**src/fci_consts.svh**
```systemverilog
// timing counts, command codes and pin widths for the flash host controller
`ifndef FCI_CONSTS_SVH
`define FCI_CONSTS_SVH
`define FCI_CLK_PS 5000
`define FCI_ADDR_W 17
`define FCI_DATA_W 8
`define FCI_CMD_READ 8'h00
`define FCI_CMD_SIG 8'h90
`define FCI_CMD_ERASE 8'h20
`define FCI_CMD_ERASE_VFY 8'hA0
`define FCI_CMD_PROG 8'h40
`define FCI_CMD_PROG_VFY 8'hC0
`define FCI_CMD_RESET 8'hFF
`define FCI_ERASED_BYTE 8'hFF
`define FCI_ZERO_BYTE 8'h00
`define FCI_SIG_MFG_ADDR 17'h00000
`define FCI_SIG_DEV_ADDR 17'h00001
`define FCI_PROG_PULSE_NS 10000
`define FCI_ERASE_PULSE_NS 9500000
`define FCI_RECOVERY_NS 6000
`define FCI_STROBE_NS 40
`define FCI_STROBE_HIGH_NS 20
`define FCI_READ_NS 120
`define FCI_MAX_PROG_LOOPS 25
`define FCI_MAX_ERASE_LOOPS 1000
`define FCI_CNT_W 24
`define FCI_LOOP_W 10
`endif

```
**src/fci_pkg.sv**
```systemverilog
// types for the flash host controller
package fci_pkg;
	typedef enum logic [3:0] {
		FCI_OP_READ = 4'h0,
		FCI_OP_SIG = 4'h1,
		FCI_OP_PROG = 4'h2,
		FCI_OP_ERASE = 4'h3,
		FCI_OP_RESET = 4'h4,
		FCI_OP_HVSIG = 4'h5
	} fci_op_t;
	typedef struct packed {
		fci_op_t op;
		logic [16:0] addr;
		logic [7:0] data;
	} fci_req_t;
	typedef struct packed {
		logic ceN;
		logic oeN;
		logic weN;
		logic vppHigh;
		logic sigHv;
		logic [16:0] addr;
	} fci_pins_t;
	typedef enum logic [1:0] {
		FCI_BUS_WRITE = 2'h1,
		FCI_BUS_READ = 2'h2
	} fci_bus_t;
endpackage

```
**src/fci_bus_cycle.sv**
```systemverilog
// one timed write or read cycle on the flash pins
`timescale 1ns/1ps
`include "fci_consts.svh"
module fci_bus_cycle (
	input wire logic mclk,
	input wire logic rst,
	input wire logic start,
	input wire fci_pkg::fci_bus_t kind,
	input wire logic [7:0] wrData,
	input wire logic [7:0] dataIn,
	output logic weN,
	output logic oeN,
	output logic dataOe,
	output logic [7:0] dataOut,
	output logic [7:0] rdData,
	output logic done
);
	import fci_pkg::*;
	localparam int STROBE_CYC = (`FCI_STROBE_NS * 1000 + `FCI_CLK_PS - 1) / `FCI_CLK_PS;
	localparam int HIGH_CYC = (`FCI_STROBE_HIGH_NS * 1000 + `FCI_CLK_PS - 1) / `FCI_CLK_PS;
	localparam int READ_CYC = (`FCI_READ_NS * 1000 + `FCI_CLK_PS - 1) / `FCI_CLK_PS;
	logic [7:0] cnt_q;
	logic busy_q;
	logic isRead_q;
	wire logic lowDone = busy_q && (cnt_q == 8'(isRead_q ? READ_CYC : STROBE_CYC));
	wire logic highDone = !busy_q && (cnt_q != 8'h00) && (cnt_q == 8'(HIGH_CYC));
	// data pins sampled through three stages, stable when last two agree
	logic [7:0] s1_q, s2_q, s3_q, dStable_q;
	always_ff @(posedge mclk) begin
		s1_q <= dataIn;
		s2_q <= s1_q;
		s3_q <= s2_q;
		// a byte still settling keeps the last agreed value
		if (s2_q == s3_q) begin
			dStable_q <= s3_q;
		end
	end
	always_ff @(posedge mclk) begin
		if (rst) begin
			cnt_q <= 8'h00;
			busy_q <= 1'b0;
			isRead_q <= 1'b0;
			weN <= 1'b1;
			oeN <= 1'b1;
			dataOe <= 1'b0;
			dataOut <= 8'h00;
			rdData <= 8'h00;
			done <= 1'b0;
		end else begin
			done <= 1'b0;
			if (start && !busy_q && cnt_q == 8'h00) begin
				busy_q <= 1'b1;
				cnt_q <= 8'h01;
				isRead_q <= (kind == FCI_BUS_READ);
				weN <= (kind == FCI_BUS_READ);
				oeN <= (kind != FCI_BUS_READ);
				dataOe <= (kind != FCI_BUS_READ);
				dataOut <= wrData;
			end else if (lowDone) begin
				// rising strobe edge latches the command in the flash
				busy_q <= 1'b0;
				cnt_q <= 8'h01;
				weN <= 1'b1;
				oeN <= 1'b1;
				if (isRead_q) begin
					rdData <= dStable_q;
				end
			end else if (highDone) begin
				// data held one high phase for hold time
				cnt_q <= 8'h00;
				dataOe <= 1'b0;
				done <= 1'b1;
			end else if (cnt_q != 8'h00) begin
				cnt_q <= cnt_q + 8'h01;
			end
		end
	end
endmodule

```
**src/fci_host.sv**
```systemverilog
// host sequencer driving the flash command interface
// Summary of operation
// - with supply high, issue set-read before reading array data
// - after 90H, read address 0 for maker, 1 for device id
// - high-voltage signature: raise address line nine, other lines low, read; the host drives bit zero from the request to pick maker or device
// - wait 6 us after program or erase cycle before reading
// - at most 25 program-verify loops per byte, then fail
// - program every byte to 00H before chip erase; the host does not do this and leaves it to the requester
// - erase starts only after two consecutive 20H writes
// - A0H ends erase pulse, verify address latched on falling strobe
// - 40H then address-and-data write cycle starts programming
// - two FFH writes abort and return flash to read mode
`timescale 1ns/1ps
`include "fci_consts.svh"
module fci_host (
	input wire logic mclk,
	input wire logic rst,
	input wire logic reqValid,
	input wire fci_pkg::fci_req_t req,
	output logic reqReady,
	output logic rspValid,
	output logic [7:0] rspData,
	output logic rspFail,
	output fci_pkg::fci_pins_t pins,
	input wire logic [7:0] dataIn,
	output logic [7:0] dataOut,
	output logic dataOe
);
	import fci_pkg::*;
	localparam int PROG_CYC = (`FCI_PROG_PULSE_NS * 1000 + `FCI_CLK_PS - 1) / `FCI_CLK_PS;
	// erase figure in picoseconds overflows 32 bits, so it is reckoned wide
	localparam int ERASE_CYC = int'((longint'(`FCI_ERASE_PULSE_NS) * 1000 + `FCI_CLK_PS - 1) / `FCI_CLK_PS);
	localparam int RECOV_CYC = (`FCI_RECOVERY_NS * 1000 + `FCI_CLK_PS - 1) / `FCI_CLK_PS;
	parameter int ERASE_WAIT = ERASE_CYC;
	parameter int PROG_WAIT = PROG_CYC;
	parameter int RECOV_WAIT = RECOV_CYC;
	typedef enum logic [9:0] {
		ST_IDLE = 10'h001,
		ST_CMD1 = 10'h002,
		ST_CMD2 = 10'h004,
		ST_PULSE = 10'h008,
		ST_VFY = 10'h010,
		ST_RECOV = 10'h020,
		ST_READ = 10'h040,
		ST_CHECK = 10'h080,
		ST_DONE = 10'h100,
		ST_PREP = 10'h200
	} fci_state_t;
	fci_state_t state_q;
	fci_req_t cur_q;
	logic [`FCI_CNT_W-1:0] wait_q;
	logic [`FCI_LOOP_W-1:0] loops_q;
	logic [16:0] eraseAddr_q;
	logic cycStart_q;
	fci_bus_t cycKind_q;
	logic [7:0] cycData_q;
	logic [7:0] rdData;
	logic cycDone;
	logic weN;
	logic oeN;
	logic bOe;
	logic [7:0] bOut;
	fci_bus_cycle u_cycle (
		.mclk(mclk),
		.rst(rst),
		.start(cycStart_q),
		.kind(cycKind_q),
		.wrData(cycData_q),
		.dataIn(dataIn),
		.weN(weN),
		.oeN(oeN),
		.dataOe(bOe),
		.dataOut(bOut),
		.rdData(rdData),
		.done(cycDone)
	);
	wire logic isProg = (cur_q.op == FCI_OP_PROG);
	wire logic isErase = (cur_q.op == FCI_OP_ERASE);
	wire logic twoCycle = isProg || isErase || (cur_q.op == FCI_OP_RESET);
	wire logic lastAddr = (eraseAddr_q == 17'h1FFFF);
	wire logic progOk = (rdData == cur_q.data);
	wire logic eraseOk = (rdData == `FCI_ERASED_BYTE);
	wire logic loopsOut = isProg ? (loops_q >= `FCI_LOOP_W'(`FCI_MAX_PROG_LOOPS))
		: (loops_q >= `FCI_LOOP_W'(`FCI_MAX_ERASE_LOOPS));
	// first command byte per operation
	wire logic [7:0] cmd1 = isProg ? `FCI_CMD_PROG : isErase ? `FCI_CMD_ERASE
		: (cur_q.op == FCI_OP_RESET) ? `FCI_CMD_RESET
		: (cur_q.op == FCI_OP_SIG) ? `FCI_CMD_SIG : `FCI_CMD_READ;
	wire logic [7:0] cmd2 = isProg ? cur_q.data : cmd1;
	wire logic [7:0] vfyCmd = isProg ? `FCI_CMD_PROG_VFY : `FCI_CMD_ERASE_VFY;
	wire logic needsCmd = (cur_q.op != FCI_OP_HVSIG);
	always_ff @(posedge mclk) begin
		if (rst) begin
			state_q <= ST_IDLE;
			cur_q <= '0;
			wait_q <= '0;
			loops_q <= '0;
			eraseAddr_q <= '0;
			cycStart_q <= 1'b0;
			cycKind_q <= FCI_BUS_WRITE;
			cycData_q <= 8'h00;
			reqReady <= 1'b0;
			rspValid <= 1'b0;
			rspData <= 8'h00;
			rspFail <= 1'b0;
			pins <= '{ceN: 1'b1, oeN: 1'b1, weN: 1'b1, vppHigh: 1'b0, sigHv: 1'b0, addr: '0};
			dataOut <= 8'h00;
			dataOe <= 1'b0;
		end else begin
			cycStart_q <= 1'b0;
			rspValid <= 1'b0;
			reqReady <= (state_q == ST_IDLE) && !(reqValid && reqReady);
			pins.weN <= weN;
			pins.oeN <= oeN;
			dataOut <= bOut;
			dataOe <= bOe;
			case (state_q)
				ST_IDLE: begin
					// idle bus keeps the flash in standby
					pins.ceN <= 1'b1;
					pins.sigHv <= 1'b0;
					if (reqValid && reqReady) begin
						cur_q <= req;
						// stale pulse count from a reset sequence would block the first cycle
						wait_q <= '0;
						loops_q <= '0;
						eraseAddr_q <= '0;
						pins.ceN <= 1'b0;
						// supply raised for any command write
						pins.vppHigh <= (req.op != FCI_OP_HVSIG);
						state_q <= ST_CMD1;
					end
				end
				ST_CMD1: begin
					if (!needsCmd) begin
						// high-voltage line nine, others low except bit zero
						pins.sigHv <= 1'b1;
						pins.addr <= {16'h0000, cur_q.addr[0]};
						state_q <= ST_READ;
					end else if (!cycStart_q && wait_q == '0) begin
						// first bus cycle carries the command byte
						cycKind_q <= FCI_BUS_WRITE;
						cycData_q <= cmd1;
						cycStart_q <= 1'b1;
						wait_q <= `FCI_CNT_W'(1);
					end else if (cycDone) begin
						wait_q <= '0;
						// set-read or signature command before reads
						state_q <= twoCycle ? ST_CMD2 : ST_READ;
						if (cur_q.op == FCI_OP_SIG) begin
							pins.addr <= cur_q.addr[0] ? `FCI_SIG_DEV_ADDR : `FCI_SIG_MFG_ADDR;
						end else begin
							pins.addr <= cur_q.addr;
						end
						if (isErase) begin
							pins.addr <= eraseAddr_q;
						end
					end
				end
				ST_CMD2: begin
					if (!cycStart_q && wait_q == '0) begin
						// second identical 20H; data write; second FFH
						cycKind_q <= FCI_BUS_WRITE;
						cycData_q <= cmd2;
						cycStart_q <= 1'b1;
						wait_q <= `FCI_CNT_W'(1);
					end else if (cycDone) begin
						loops_q <= loops_q + `FCI_LOOP_W'(1);
						// stop-timer pulse waits its full minimum
						wait_q <= isProg ? `FCI_CNT_W'(PROG_WAIT) : `FCI_CNT_W'(ERASE_WAIT);
						state_q <= (cur_q.op == FCI_OP_RESET) ? ST_DONE : ST_PULSE;
					end
				end
				ST_PULSE: begin
					if (wait_q != '0) begin
						wait_q <= wait_q - `FCI_CNT_W'(1);
					end else begin
						state_q <= ST_VFY;
					end
				end
				ST_VFY: begin
					if (!cycStart_q && wait_q == '0) begin
						// A0H ends erase, address latched; C0H ends program
						pins.addr <= isProg ? cur_q.addr : eraseAddr_q;
						cycKind_q <= FCI_BUS_WRITE;
						cycData_q <= vfyCmd;
						cycStart_q <= 1'b1;
						wait_q <= `FCI_CNT_W'(1);
					end else if (cycDone) begin
						wait_q <= `FCI_CNT_W'(RECOV_WAIT);
						state_q <= ST_RECOV;
					end
				end
				ST_RECOV: begin
					if (wait_q != '0) begin
						wait_q <= wait_q - `FCI_CNT_W'(1);
					end else begin
						state_q <= ST_READ;
					end
				end
				ST_READ: begin
					if (!cycStart_q && wait_q == '0) begin
						// output enable low, strobe high; satisfied by set-read
						cycKind_q <= FCI_BUS_READ;
						cycStart_q <= 1'b1;
						wait_q <= `FCI_CNT_W'(1);
					end else if (cycDone) begin
						wait_q <= '0;
						state_q <= (isProg || isErase) ? ST_CHECK : ST_DONE;
					end
				end
				ST_CHECK: begin
					if (isProg && progOk) begin
						state_q <= ST_DONE;
					end else if (isErase && eraseOk && lastAddr) begin
						state_q <= ST_DONE;
					end else if (isErase && eraseOk) begin
						// next byte verified without a new pulse
						eraseAddr_q <= eraseAddr_q + 17'h00001;
						state_q <= ST_VFY;
					end else if (loopsOut) begin
						rspFail <= 1'b1;
						state_q <= ST_PREP;
					end else begin
						state_q <= ST_CMD1;
					end
				end
				ST_PREP: begin
					// abort leftover operation with the double FFH reset
					cur_q.op <= FCI_OP_RESET;
					state_q <= ST_CMD1;
				end
				ST_DONE: begin
					rspValid <= 1'b1;
					rspData <= rdData;
					pins.vppHigh <= 1'b0;
					pins.sigHv <= 1'b0;
					pins.ceN <= 1'b1;
					state_q <= ST_IDLE;
				end
				default: begin
					state_q <= ST_IDLE;
				end
			endcase
			if (state_q == ST_IDLE && reqValid && reqReady) begin
				rspFail <= 1'b0;
			end
		end
	end
	// chip erase expects every byte already programmed to 00H by the requester
	chk_prog_loops: assert property (@(posedge mclk) disable iff (rst)
		(state_q == ST_CMD2 && isProg) |-> loops_q < `FCI_LOOP_W'(`FCI_MAX_PROG_LOOPS))
		else $error("program loop count exceeded");
	chk_supply_write: assert property (@(posedge mclk) disable iff (rst)
		$fell(pins.weN) && !pins.sigHv |-> pins.vppHigh)
		else $error("write strobe without program supply");
	chk_read_levels: assert property (@(posedge mclk) disable iff (rst)
		!pins.oeN |-> pins.weN && !pins.ceN)
		else $error("read cycle with bad control levels");
	chk_standby_release: assert property (@(posedge mclk) disable iff (rst)
		pins.ceN |-> !dataOe)
		else $error("data driven in standby");
	chk_pulse_length: assert property (@(posedge mclk) disable iff (rst)
		(state_q == ST_CMD2 && cycDone && isProg) |=> (state_q == ST_PULSE)[*8])
		else $error("program pulse cut short");
	chk_recovery_wait: assert property (@(posedge mclk) disable iff (rst)
		(state_q == ST_VFY && cycDone) |=> (state_q == ST_RECOV)[*8])
		else $error("read too soon after write");
	chk_sig_lines: assert property (@(posedge mclk) disable iff (rst)
		pins.sigHv |-> pins.addr[16:1] == 16'h0000)
		else $error("signature address lines not low");
	chk_vfy_follows: assert property (@(posedge mclk) disable iff (rst)
		(state_q == ST_PULSE && wait_q == '0) |=> state_q == ST_VFY)
		else $error("verify command not issued after pulse");
endmodule

```
**config.mk**
```make
export PLATFORM = sky130hd
export DESIGN_NAME = fci_host
export DESIGN_NICKNAME = d
export VERILOG_FILES = /design/src/fci_pkg.sv /design/src/fci_bus_cycle.sv /design/src/fci_host.sv
export VERILOG_INCLUDE_DIRS = /design/src
export SDC_FILE = /design/constraint.sdc
export NUM_CORES = 1
export LEC_CHECK = 0
export BUFFER_PORTS_ARGS = -buffer_cell sky130_fd_sc_hd__buf_2
export CORE_ASPECT_RATIO = 0.7
export CORE_MARGIN = 1.5
export CORE_UTILIZATION = 53
export CTS_CLUSTER_DIAMETER = 60
export DETAILED_ROUTE_END_ITERATION = 8
export PLACE_DENSITY = 0.75
export SETUP_SLACK_MARGIN = 0.3
export SLEW_MARGIN = 20
export SYNTH_ARGS = -nofsm -noshare
export SYNTH_HDL_FRONTEND = slang
export SYNTH_SLANG_ARGS = --single-unit
```
**constraint.sdc**
```tcl
create_clock -name mclk -period 2.55 [get_ports mclk]
set_clock_uncertainty 0.2 [all_clocks]
set_input_delay 0.6375 -clock mclk [delete_from_list [all_inputs] [get_ports mclk]]
set_output_delay 0.6375 -clock mclk [all_outputs]
set_load 0.1 [all_outputs]
```
# After elaboration in Yosys (flattened, before gate mapping)
# Index checks and enable logic that the tools add are counted.
dict set report word_totals {
  register_bits 205
  latch_bits 0
  ram_bits 0
  mem_bits_ro 0
  out_inout_bits 42
  wordCells 240
  n_memories 0
}
dict set report op_classes {
  n_addsub 4
  mul 0
  n_div 0
  order_cmp 2
  n_eq_ne 48
  shifts 0
  n_mux 91
  bitwise 4
  reduce_logical 55
}
# cell n
set ops {}
lappend ops {{24-bit two-way mux} 9}
lappend ops {{10-bit two-way mux} 19}
lappend ops {{17-bit two-way mux} 11}
lappend ops {{24-bit one-hot mux with 6 select lines} 1}
lappend ops {{10-bit one-hot mux with 9 select lines} 1}
lappend ops {{8-bit two-way mux} 9}
lappend ops {{17-bit one-hot mux with 2 select lines} 2}
lappend ops {{2-bit != test (second input constant)} 17}
lappend ops {{29-bit two-way mux} 1}
lappend ops {{24-bit logical NOT} 1}
lappend ops {{8-bit one-hot mux with 3 select lines} 1}
lappend ops {{24-bit nonzero test} 1}
lappend ops {{24-bit by 1-bit subtractor with 24-bit output (second input constant)} 1}
lappend ops {{1-bit two-way mux} 21}
lappend ops {{21-bit two-way mux} 1}
lappend ops {{10-bit one-hot mux with 2 select lines} 1}
lappend ops {{9-bit two-way mux} 2}
lappend ops {{17-bit by 1-bit adder with 17-bit output (second input constant)} 1}
lappend ops {{17-bit equality test (second input constant)} 1}
lappend ops {{8-bit equality test} 2}
lappend ops {{2-bit nonzero test} 8}
lappend ops {{5-bit AND reduction} 3}
lappend ops {{7-bit two-way mux} 2}
lappend ops {{1-bit logical AND} 13}
lappend ops {{46 further kinds} 75}

# Logic depth before layout (Yosys ltp)
# Gate-level depths: netlist of the first run.
dict set report depth {
  word_depth 8
  depth_mapped 11
  ltp_nobuf 10
}

# By module
# Synthesis of the first run repeated with hierarchy kept, for this count alone.
dict set report unflattened {
  cells_unflattened 1007
  hier_area_um2 9102.5
}
# mod instances cells_per_inst area_each_um2
set modules_own_cells {}
lappend modules_own_cells {fci_host 1 817 6885.4}
lappend modules_own_cells {fci_bus_cycle 1 190 2217.1}

# Least setup slack after synthesis of the first run
# Ideal clock, no wire load.
dict set report synth_timing {
  path_kind {flip-flop to flip-flop}
  startpoint {reg state_q[6]}
  endpoint {reg wait_q[15]}
  setup_time_ps 117
  arrival_ps 2437
  required_time_ps 2233
  setup_slack_ps -205
  stages_incl_launch_ff 10
  path_cell_list {dfxtp_1 buf_6 or4_4 or4_4 buf_6 nand4_4 nor3_2 buf_6 or3_1 a32o_1}
}
dict set report synth_via {
  elab_chain_len 4
  elab_cells_between_ends 16
  cone_classes {12 x eq/ne; 1 x mux; 3 x reduce/logical}
}
# item line_no
set synth_rtl {}
lappend synth_rtl {{from (decl)} fci_host.sv:49} ;# fci_state_t state_q;
lappend synth_rtl {{from (signal assigned)} fci_host.sv:149} ;# state_q <= twoCycle ? ST_CMD2 : ST_READ;
lappend synth_rtl {{from (signal assigned)} fci_host.sv:171} ;# state_q <= (cur_q.op == FCI_OP_RESET) ? ST_DONE : ST_PULSE;
lappend synth_rtl {{from (signal assigned)} fci_host.sv:209} ;# state_q <= (isProg || isErase) ? ST_CHECK : ST_DONE;
lappend synth_rtl {{10-bit by 6-bit equality test with 1-bit output / 10-bit by 4-bit equality test with 1-bit output (equally long branches)} fci_host.sv:117} ;# case (state_q)
lappend synth_rtl {{2-bit OR reduction (no source line)} n/a}
lappend synth_rtl {{6-bit nonzero test (no source line) / 2-bit by 1-bit != test with 1-bit output (equally long branches)} n/a}
lappend synth_rtl {{6-bit AND reduction (no source line)} n/a}
lappend synth_rtl {{to (signal assigned)} fci_host.sv:145} ;# wait_q <= `FCI_CNT_W'(1);
lappend synth_rtl {{to (signal assigned)} fci_host.sv:166} ;# wait_q <= `FCI_CNT_W'(1);
lappend synth_rtl {{to (signal assigned)} fci_host.sv:170} ;# wait_q <= isProg ? `FCI_CNT_W'(PROG_WAIT) : `FCI_CNT_W'(ERASE_WAIT);
lappend synth_rtl {{to (decl)} fci_host.sv:51} ;# logic [`FCI_CNT_W-1:0] wait_q;
# Parallel ways exist; a longest one is shown, timed or not.
# A chain may end at the register's enable or synchronous reset.

# Worst setup path in the final report of the first run
dict set report layout_timing {
  startpoint {reg state_q[4]}
  endpoint {reg wait_q[6]}
}
# The elaborated chain is that of the path after synthesis.

==> results.txt, run 1 <==
run status - finished, violations left
failing checks - negative setup slack
Syn Inst Count - 1000
Pleak - 4.733 nW
Setup crit end kind - register
CTS tree - yes
syn avg cell area - 8.762 um^2
PortBufs - 81
DRC Markers - 0
Sw Ratio - 33.49%
met2 wire len - 12850 um
peak supply drop - 0.6040 mV
period utilization - 103.6%
clk sinks - 205
die area - 0.01732 mm^2
Post-synth EDFFs - 8
metal3 WL - 3073 um
Synth Flop Type - dfxtp_1
Least-Margin Pin Slew - 0.6532 ns
CTS Buffer Depth - 3
via count - 9033
sequential area share after synthesis - 47.75%
register bit total from synthesis - 205
starting density of the core - 53.92%
Async SR Flop Fraction - 0%
Int Pwr - 6.375 mW
Buf/Inv on CP - 2
NetSw - 3.211 mW
synth warn - 0
final setup margin - -0.09159 ns
Layout Nets - 1272
Max Cap Viol - 0
sequential share of power - 36.7%
total congestion overflow - 0
drt pass-1 iters - 9
worst min-delay path class - primary input to register
final hold violations - 0
vias per cell - 6.183
mapped cell area - 0.008762 mm^2
total CTS buffers - 20
first-pass GRT wire length - 42950 um
die span in y - 110.6 um
Area growth, synth to finish - 39.80%
Gate power share - 31.6%
Antenna Nets Post-Route - 0
Worst Path Class, Setup - register to register
Max Slew Vio Count - 0
Layout fillers - 1074
Worst Path Arrival - 2.86 ns
Slew headroom - 56.32%
Largest delay share family, worst path - simple AND/OR/NAND/NOR gates
CTS Hold Bufs - 0
vias in the first global route - 8269
Post-Route WL - 29300 um
clk_lat worst skew - 0.51 ns
CP peak stage delay - 0.56 ns
Core Rows - 39
Clock Power Share - 31.7%
Register Area - 0.004219 mm^2
library cells used by synthesis - 73
multi-input combinational cell area - 0.005109 mm^2
initial antenna violation count - 0
Final setup viols - 23
post-synth net total - 1050
largest net degree at the start of global routing - 82
Max Fanout on Critical Path - 5
post-layout util - 75.38%
Final TNS setup - -1.146 ns
GRT Util Overall - 31.05%
Critical Path RT - 2.77 ns
Pwr Total - 9.586 mW
unrepaired setup endpoints after global routing - yes
Startpoint Class - register
min Tclk post-route - 2.642 ns
DR top layer - met4
Core ar. - 0.01625 mm^2
Max Freq - 378.6 MHz
CP Cell Sequence - or4_4 > or4_4 > nand4_1 > buf_4 > a221oi_4 > buf_4 > a311o_1 > o31ai_1
Antenna diodes - 0
Iter 0 DRT Violations - 1241
RePlAce Congestion - 0.9556
CTS clk-pin slew, worst paths - 0.07 ns
M1 WL - 12390 um
die extent in x - 156.7 um
IO Pins - 82
drt wl/cell - 20.06 um
PwrDens - 782.6 mW/mm^2
Detailed Place HPWL - 17230 um
slowest CP cell - or4_4
share of cells above drive strength 1 - 36.49%
Root Driver - clkbuf_16
H-tree depth - 1
## cells in the mapped netlist, types with 5 or more instances
library cell	n	area, um^2
o31ai_1	6	45.04
a32o_1	9	90.09
nor4_1	20	125.1
nor2_1	104	390.4
dfxtp_1	197	3944
nor3_1	26	130.1
or2_2	5	31.28
inv_1	19	71.32
nor2b_1	13	81.33
nand2b_1	5	31.28
edfxtp_1	8	240.2
nand3_1	42	210.2
a22oi_1	21	157.7
and3_1	11	68.82
xor2_1	7	61.31
a31oi_1	7	43.79
or3_1	6	37.54
a211oi_1	24	180.2
mux2i_1	10	100.1
ha_1	10	125.1
or4_1	5	37.54
clkbuf_1	45	168.9
o21ai_0	18	90.09
a21oi_1	86	430.4
nand4_1	19	118.9
nand2_1	138	518.0
xnor2_1	44	385.4
and2_1	6	37.54
## metrics by stage
step,hold slack (ns),cell area [um^2],worst slack [ns],std cells
global placement,0.1106,10290,0.02226,1363
finish,0.02240,12250,-0.09159,1461
CTS,0.007427,11640,0.04351,1435
floorplan,0.1096,8987,-0.01228,1000
global route,0.01321,12250,-0.1271,1461
detailed placement,0.1146,10290,-0.04794,1363
## placed cells by master (no fill, tap or decap), drive strengths merged, types with 4 or more instances in the layout
cell / count
o32ai: 4
a311oi: 4
a21oi: 86
clkinv: 9
buf: 250
o21ai: 19
xnor2: 44
a22o: 4
a32o: 9
nor4: 24
a31oi: 7
and3: 11
or3: 6
nor2: 104
nor2b: 13
edfxtp: 8
nand2b: 5
and2: 6
o31ai: 6
nor3: 27
or2: 5
clkbuf: 28
nand3: 42
o22ai: 4
mux2i: 10
dfxtp: 197
a22oi: 21
a211oi: 24
inv: 19
ha: 10
nand2: 138
nand4: 20
or4: 7
o41ai: 4
xor2: 7
## power by group through the flow
stage          clock network (mW)  registers [mW]  logic [mW]
2_1_floorplan                   0            3.61        1.34
3_3_place_gp                    0            3.56        2.06
3_5_place_dp                    0            3.57        2.10
4_1_cts                      3.07            3.50        2.55
5_1_grt                      3.20            3.53        3.18
6_report                     3.04            3.52        3.03
## sequential cells by signal (all words and copies together), names as in the netlist, 8 cells and up
register and cells:
cur_q 29, wait_q 24, pins 22, eraseAddr_q 17
loops_q 10, state_q 10, cycData_q 8, dataOut 8
rspData 8, u_cycle.cnt_q 8, u_cycle.dStable_q 8, u_cycle.dataOut 8
u_cycle.rdData 8, u_cycle.s1_q 8, u_cycle.s2_q 8, u_cycle.s3_q 8
## final timing paths
kind                                         startpoint                 endpoint  slack (ns)  cells past startpoint
worst max-delay path            state_q[4]$_SDFFE_PP0P_   wait_q[6]$_SDFFE_PP0P_       -0.09                      8
worst max register to register  state_q[4]$_SDFFE_PP0P_   wait_q[6]$_SDFFE_PP0P_       -0.09                      8
worst min-delay path                          dataIn[6]  u_cycle.s1_q[6]$_DFF_P_        0.02                      1
worst min register to register  u_cycle.s1_q[1]$_DFF_P_  u_cycle.s2_q[1]$_DFF_P_        0.13                      0
## area by class of cell
type | instances | share of cell area [%]
clock buffer | 26 | 4.525
timing repair buffer | 252 | 15.37
tap | 225 | 2.298
inverter | 20 | 0.6333
sequential | 205 | 34.44
multi-input combinational | 723 | 41.71
clock inverter | 10 | 1.021
## per-layer routing
metal  track usage (%)  vias up
met1             44.83     4297
met2             45.63      567
met4             10.98        0
li1                  -     4053
met3             6.672      116
met5                 0        -
## repair_timing
item | 4_1_cts | 5_1_grt
resized for setup | 93 | 99
setup endpoints to repair | 145 | 148
gates cloned | 4 | 4
pin swaps | 17 | 46
buffers inserted | 32 | 22
## cells by family after synthesis
group | Yosys count | synth area share (%)
AO/OA/AOI/OAI | 223 | 17.05
adder cells (fa/ha/maj) | 10 | 1.428
multiplexers | 11 | 1.271
AND/OR/NAND/NOR | 427 | 23.92
flip-flops | 205 | 47.75
buffers and inverters | 73 | 3.484
XOR/XNOR | 51 | 5.098
Note: power is estimated with default switching activity, not from simulation.
==> run 2, diff against run 1 <==
--- a/config.mk
+++ b/config.mk
@@ -6,13 +6,14 @@
 export SDC_FILE = /design/constraint.sdc
 export NUM_CORES = 1
 export LEC_CHECK = 0
+export ABC_AREA = 1
 export BUFFER_PORTS_ARGS = -buffer_cell sky130_fd_sc_hd__buf_2
 export CORE_ASPECT_RATIO = 0.7
 export CORE_MARGIN = 1.5
-export CORE_UTILIZATION = 53
+export CORE_UTILIZATION = 54
 export CTS_CLUSTER_DIAMETER = 60
 export DETAILED_ROUTE_END_ITERATION = 8
-export PLACE_DENSITY = 0.75
+export PLACE_DENSITY = 0.87
 export SETUP_SLACK_MARGIN = 0.3
 export SLEW_MARGIN = 20
 export SYNTH_ARGS = -nofsm -noshare
==> run 2 against run 1 <==
The run now ends clean. Count of clock-buffer cells in the layout decreased by 1. Worst hold slack lost 0.0075 ns. Setup slack improved by 0.33 ns. Global-route usage decreased by 4.2 points. Wire length down 9.6%. Non-clock buffer count fell by 120. Critical path depth is 8 higher. Design area decreased by 5.0%.
==> results.txt, run 2 <==
Post-Route WL - 26500 um (was 29300 um)
unrepaired setup endpoints after global routing - yes (unchanged)
CP peak stage delay - 0.36 ns (was 0.56 ns)
PortBufs - 81 (unchanged)
library cells used by synthesis - 49 (was 73)
vias per cell - 5.543 (was 6.183)
Pwr Total - 10.68 mW (was 9.586 mW)
internal reg-to-reg setup slack - 0.24 ns (was -0.09 ns)
drt pass-1 iters - 6 (was 9)
Max Freq - 433.5 MHz (was 378.6 MHz)
max reg flops - 29 (unchanged)
vias in the first global route - 8517 (was 8269)
post-synth top area cell - dfxtp_1 (unchanged)
R2R Path End - eraseAddr_q[16]$_SDFFE_PP0P_ (was wait_q[6]$_SDFFE_PP0P_)
run status - complete, no violations (was finished, violations left)
Hold EP - u_cycle.s1_q[6]$_DFF_P_ (unchanged)
mapped cell area - 0.009673 mm^2 (was 0.008762 mm^2)
Reg-to-Reg Start - eraseAddr_q[0]$_SDFFE_PP0P_ (was state_q[4]$_SDFFE_PP0P_)
Pleak - 5.034 nW (was 4.733 nW)
first-pass GRT wire length - 41130 um (was 42950 um)
starting density of the core - 55.70% (was 53.92%)
synth warn - 0 (unchanged)
register bit total from synthesis - 205 (unchanged)
Root Driver - clkbuf_16 (unchanged)
Max Cap Viol - 0 (unchanged)
Slew headroom - 63.06% (was 56.32%)
CTS clk-pin slew, worst paths - 0.07 ns (about the same)
CP Cell Sequence - ha_4 > nand2_4 > nor3_4 > nand3_2 > inv_2 > nand3_2 > nor3_2 > ha_2 > inv_2 > nand3_2 > nand2_2 > nand2_4 > buf_6 > nand2_2 > o21ai_1 > nor2_1 (was or4_4 > or4_4 > nand4_1 > buf_4 > a221oi_4 > buf_4 > a311o_1 > o31ai_1)
Post-synth top cells - nand2_1, nor2_1, dfxtp_1 (was dfxtp_1, nand2_1, nor2_1)
FF-to-FF path depth - 16 (was 8)
Max Fanout on Critical Path - 7 (was 5)
most flop-heavy register - cur_q (unchanged)
Worst Path Class, Setup - register to register (unchanged)
Layout Nets - 1532 (was 1272)
Hold Path Origin - dataIn[6] (unchanged)
Worst Path Arrival - 2.51 ns (was 2.86 ns)
die extent in x - 163.0 um (was 156.7 um)
Final TNS setup - 0 ns (was -1.146 ns)
largest cells by area after synthesis - dfxtp_1, nand2_1, nor2_1 (was dfxtp_1, nand2_1, a21oi_1)
peak supply drop - 0.6408 mV (was 0.6040 mV)
top-count cell post-synth - nand2_1 (was dfxtp_1)
total CTS buffers - 20 (unchanged)
Final setup viols - 0 (was 23)
clk_lat worst skew - 0.52 ns (was 0.51 ns)
Max Slew Vio Count - 0 (unchanged)
Synth Flop Type - dfxtp_1 (unchanged)
min Tclk post-route - 2.307 ns (was 2.642 ns)
post-synth net total - 1411 (was 1050)
Antenna Nets Post-Route - 0 (unchanged)
Hold Path Depth - 1 (unchanged)
sequential area share after synthesis - 43.25% (was 47.75%)
total congestion overflow - 0 (unchanged)
Syn Inst Count - 1361 (was 1000)
Antenna diodes - 0 (unchanged)
CP dominant cell by count - nand3_2
H-tree depth - 1 (unchanged)
Setup crit end kind - register (unchanged)
die area - 0.01874 mm^2 (was 0.01732 mm^2)
GRT Util Overall - 26.80% (was 31.05%)
Post-DP Area - 0.01042 mm^2 (was 0.01029 mm^2)
Critical Path RT - 2.76 ns (was 2.77 ns)
die span in y - 115.0 um (was 110.6 um)
biggest regs - cur_q: 29 flops, wait_q: 24 flops, pins: 22 flops (unchanged)
period utilization - 90.46% (was 103.6%)
Finished Cell Area - 0.01163 mm^2 (was 0.01225 mm^2)
Area growth, synth to finish - 20.28% (was 39.80%)
Core ar. - 0.01737 mm^2 (was 0.01625 mm^2)
Iter 0 DRT Violations - 1074 (was 1241)
commonest non-fill, non-tap cells in the layout - nand2_1, nor2_1, dfxtp_1, inv_1, a21oi_1 (was dfxtp_1, buf_4, nand2_1, nor2_1, buf_2)
share of cells above drive strength 1 - 19.45% (was 36.49%)
via count - 9573 (was 9033)
post-synth top area share - 40.77% (was 45.01%)
Detailed Place HPWL - 17770 um (was 17230 um)
clk sinks - 205 (unchanged)
Least-Margin Pin Slew - 0.5483 ns (was 0.6532 ns)
syn avg cell area - 7.107 um^2 (was 8.762 um^2)
RePlAce Congestion - 0.9461 (was 0.9556)
met3 Usage GRT - 4.293% (was 6.672%)
drt wl/cell - 15.35 um (was 20.06 um)
largest net degree at the start of global routing - 40 (was 82)
DRC Markers - 0 (unchanged)
Post-synth EDFFs - 8 (unchanged)
commonest non-fill, non-tap cell in the layout - nand2_1 (was dfxtp_1)
slowest CP cell - dfxtp_2 (was or4_4)
CTS tree - yes (unchanged)
Core Rows - 40 (was 39)
CTS Buffer Depth - 3 (unchanged)
PwrDens - 918.0 mW/mm^2 (was 782.6 mW/mm^2)
IO Pins - 82 (unchanged)
busiest grt layer - met2 (unchanged)
final hold violations - 0 (unchanged)
GR Util met2 - 42.67% (was 45.63%)
Startpoint Class - register (unchanged)
met1 Usage GRT - 38.24% (was 44.83%)
initial antenna violation count - 0 (unchanged)
Async SR Flop Fraction - 0% (unchanged)
worst min-delay path class - primary input to register (unchanged)
[run 2: changes by cell type in the layout (fill, tap and decap cells not counted), moves of 18 or more]
cell	before	now
nor2_1	84	191
inv_1	13	134
o21ai_0	12	85
buf_4	140	41
nand3_1	37	73
a22oi_1	21	3
nand2_1	127	275
buf_6	25	3
xnor2_1	44	12
a21oi_1	76	109
[run 2: layout make-up]
type                            instances  area, um^2
Fill cell                            1383        5732
Multi-Input combinational cell        972        5039
Inverter                              151       569.3
Tap cell                              231       289.0
Clock buffer                           25       540.5
Timing Repair Buffer                  132       877.1
Sequential cell                       205        4193
Clock inverter                         11       127.6
[run 2: critical path: cells and delay by family, from the launching register on]
| family | cells | cell delay, ns |
|---|---|---|
| and+or+nand+nor | 10 | 0.92 |
| DFF | 1 | 0.36 |
| adders and majority gates | 2 | 0.35 |
| buffers and inverters | 3 | 0.27 |
| AOI/OAI and AO/OA | 1 | 0.06 |
[run 2: worst max path at each step]
stage / startpoint / to / slack (ns) / depth (start not counted)
2_1_floorplan: eraseAddr_q[0]$_SDFFE_PP0P_ / eraseAddr_q[1]$_SDFFE_PP0P_ / 0.31 / 16
3_3_place_gp: eraseAddr_q[0]$_SDFFE_PP0P_ / eraseAddr_q[10]$_SDFFE_PP0P_ / 0.08 / 16
3_5_place_dp: eraseAddr_q[0]$_SDFFE_PP0P_ / eraseAddr_q[10]$_SDFFE_PP0P_ / -0.05 / 16
4_1_cts: eraseAddr_q[0]$_SDFFE_PP0P_ / eraseAddr_q[15]$_SDFFE_PP0P_ / 0.30 / 15
5_1_grt: eraseAddr_q[1]$_SDFFE_PP0P_ / eraseAddr_q[16]$_SDFFE_PP0P_ / 0.14 / 16
6_report: eraseAddr_q[0]$_SDFFE_PP0P_ / eraseAddr_q[16]$_SDFFE_PP0P_ / 0.24 / 16
[run 2: logic make-up after synthesis]
logic type | count (synthesis) | synth area share, %
DFF | 205 | 43.25
and+or+nand+nor | 701 | 32.34
xor gates and xnor gates | 28 | 2.535
adders and majority gates | 10 | 1.293
buffers and inverters | 189 | 8.071
AOI/OAI and AO/OA | 228 | 12.51
[run 2: what timing repair did]
action,CTS,global route
endpoints found under the setup margin,51,90
setup buffers,8,14
hold buffers,0,1
gates resized for setup,17,68
hold endpoints to repair,0,1
pin swaps,8,24
cloned,0,5
[run 2: through the flow]
stage / utilization (%) / setup WS [ns] / instances / hold WS [ns]
2_1_floorplan: - / 0.3145 / 1361 / 0.1096
3_3_place_gp: 59.99 / 0.08383 / 1663 / 0.1100
3_5_place_dp: 59.99 / -0.04727 / 1663 / 0.1128
4_1_cts: 64.54 / 0.3002 / 1707 / 0.004665
5_1_grt: 67.00 / 0.1411 / 1727 / 0.0008482
6_report: 67.00 / 0.2433 / 1727 / 0.01495
[run 2: metal layers]
metal | share of wire, % | routed length, um
met5 | 0 | 0
met4 | 2.5 | 665
met3 | 9.8 | 2594
met2 | 44 | 11580
met1 | 44 | 11670
[run 2: report_power, final]
part           switching, mW  internal [mW]
sequential             0.185           3.50
clock                   1.29           1.72
combinational           2.68           1.30
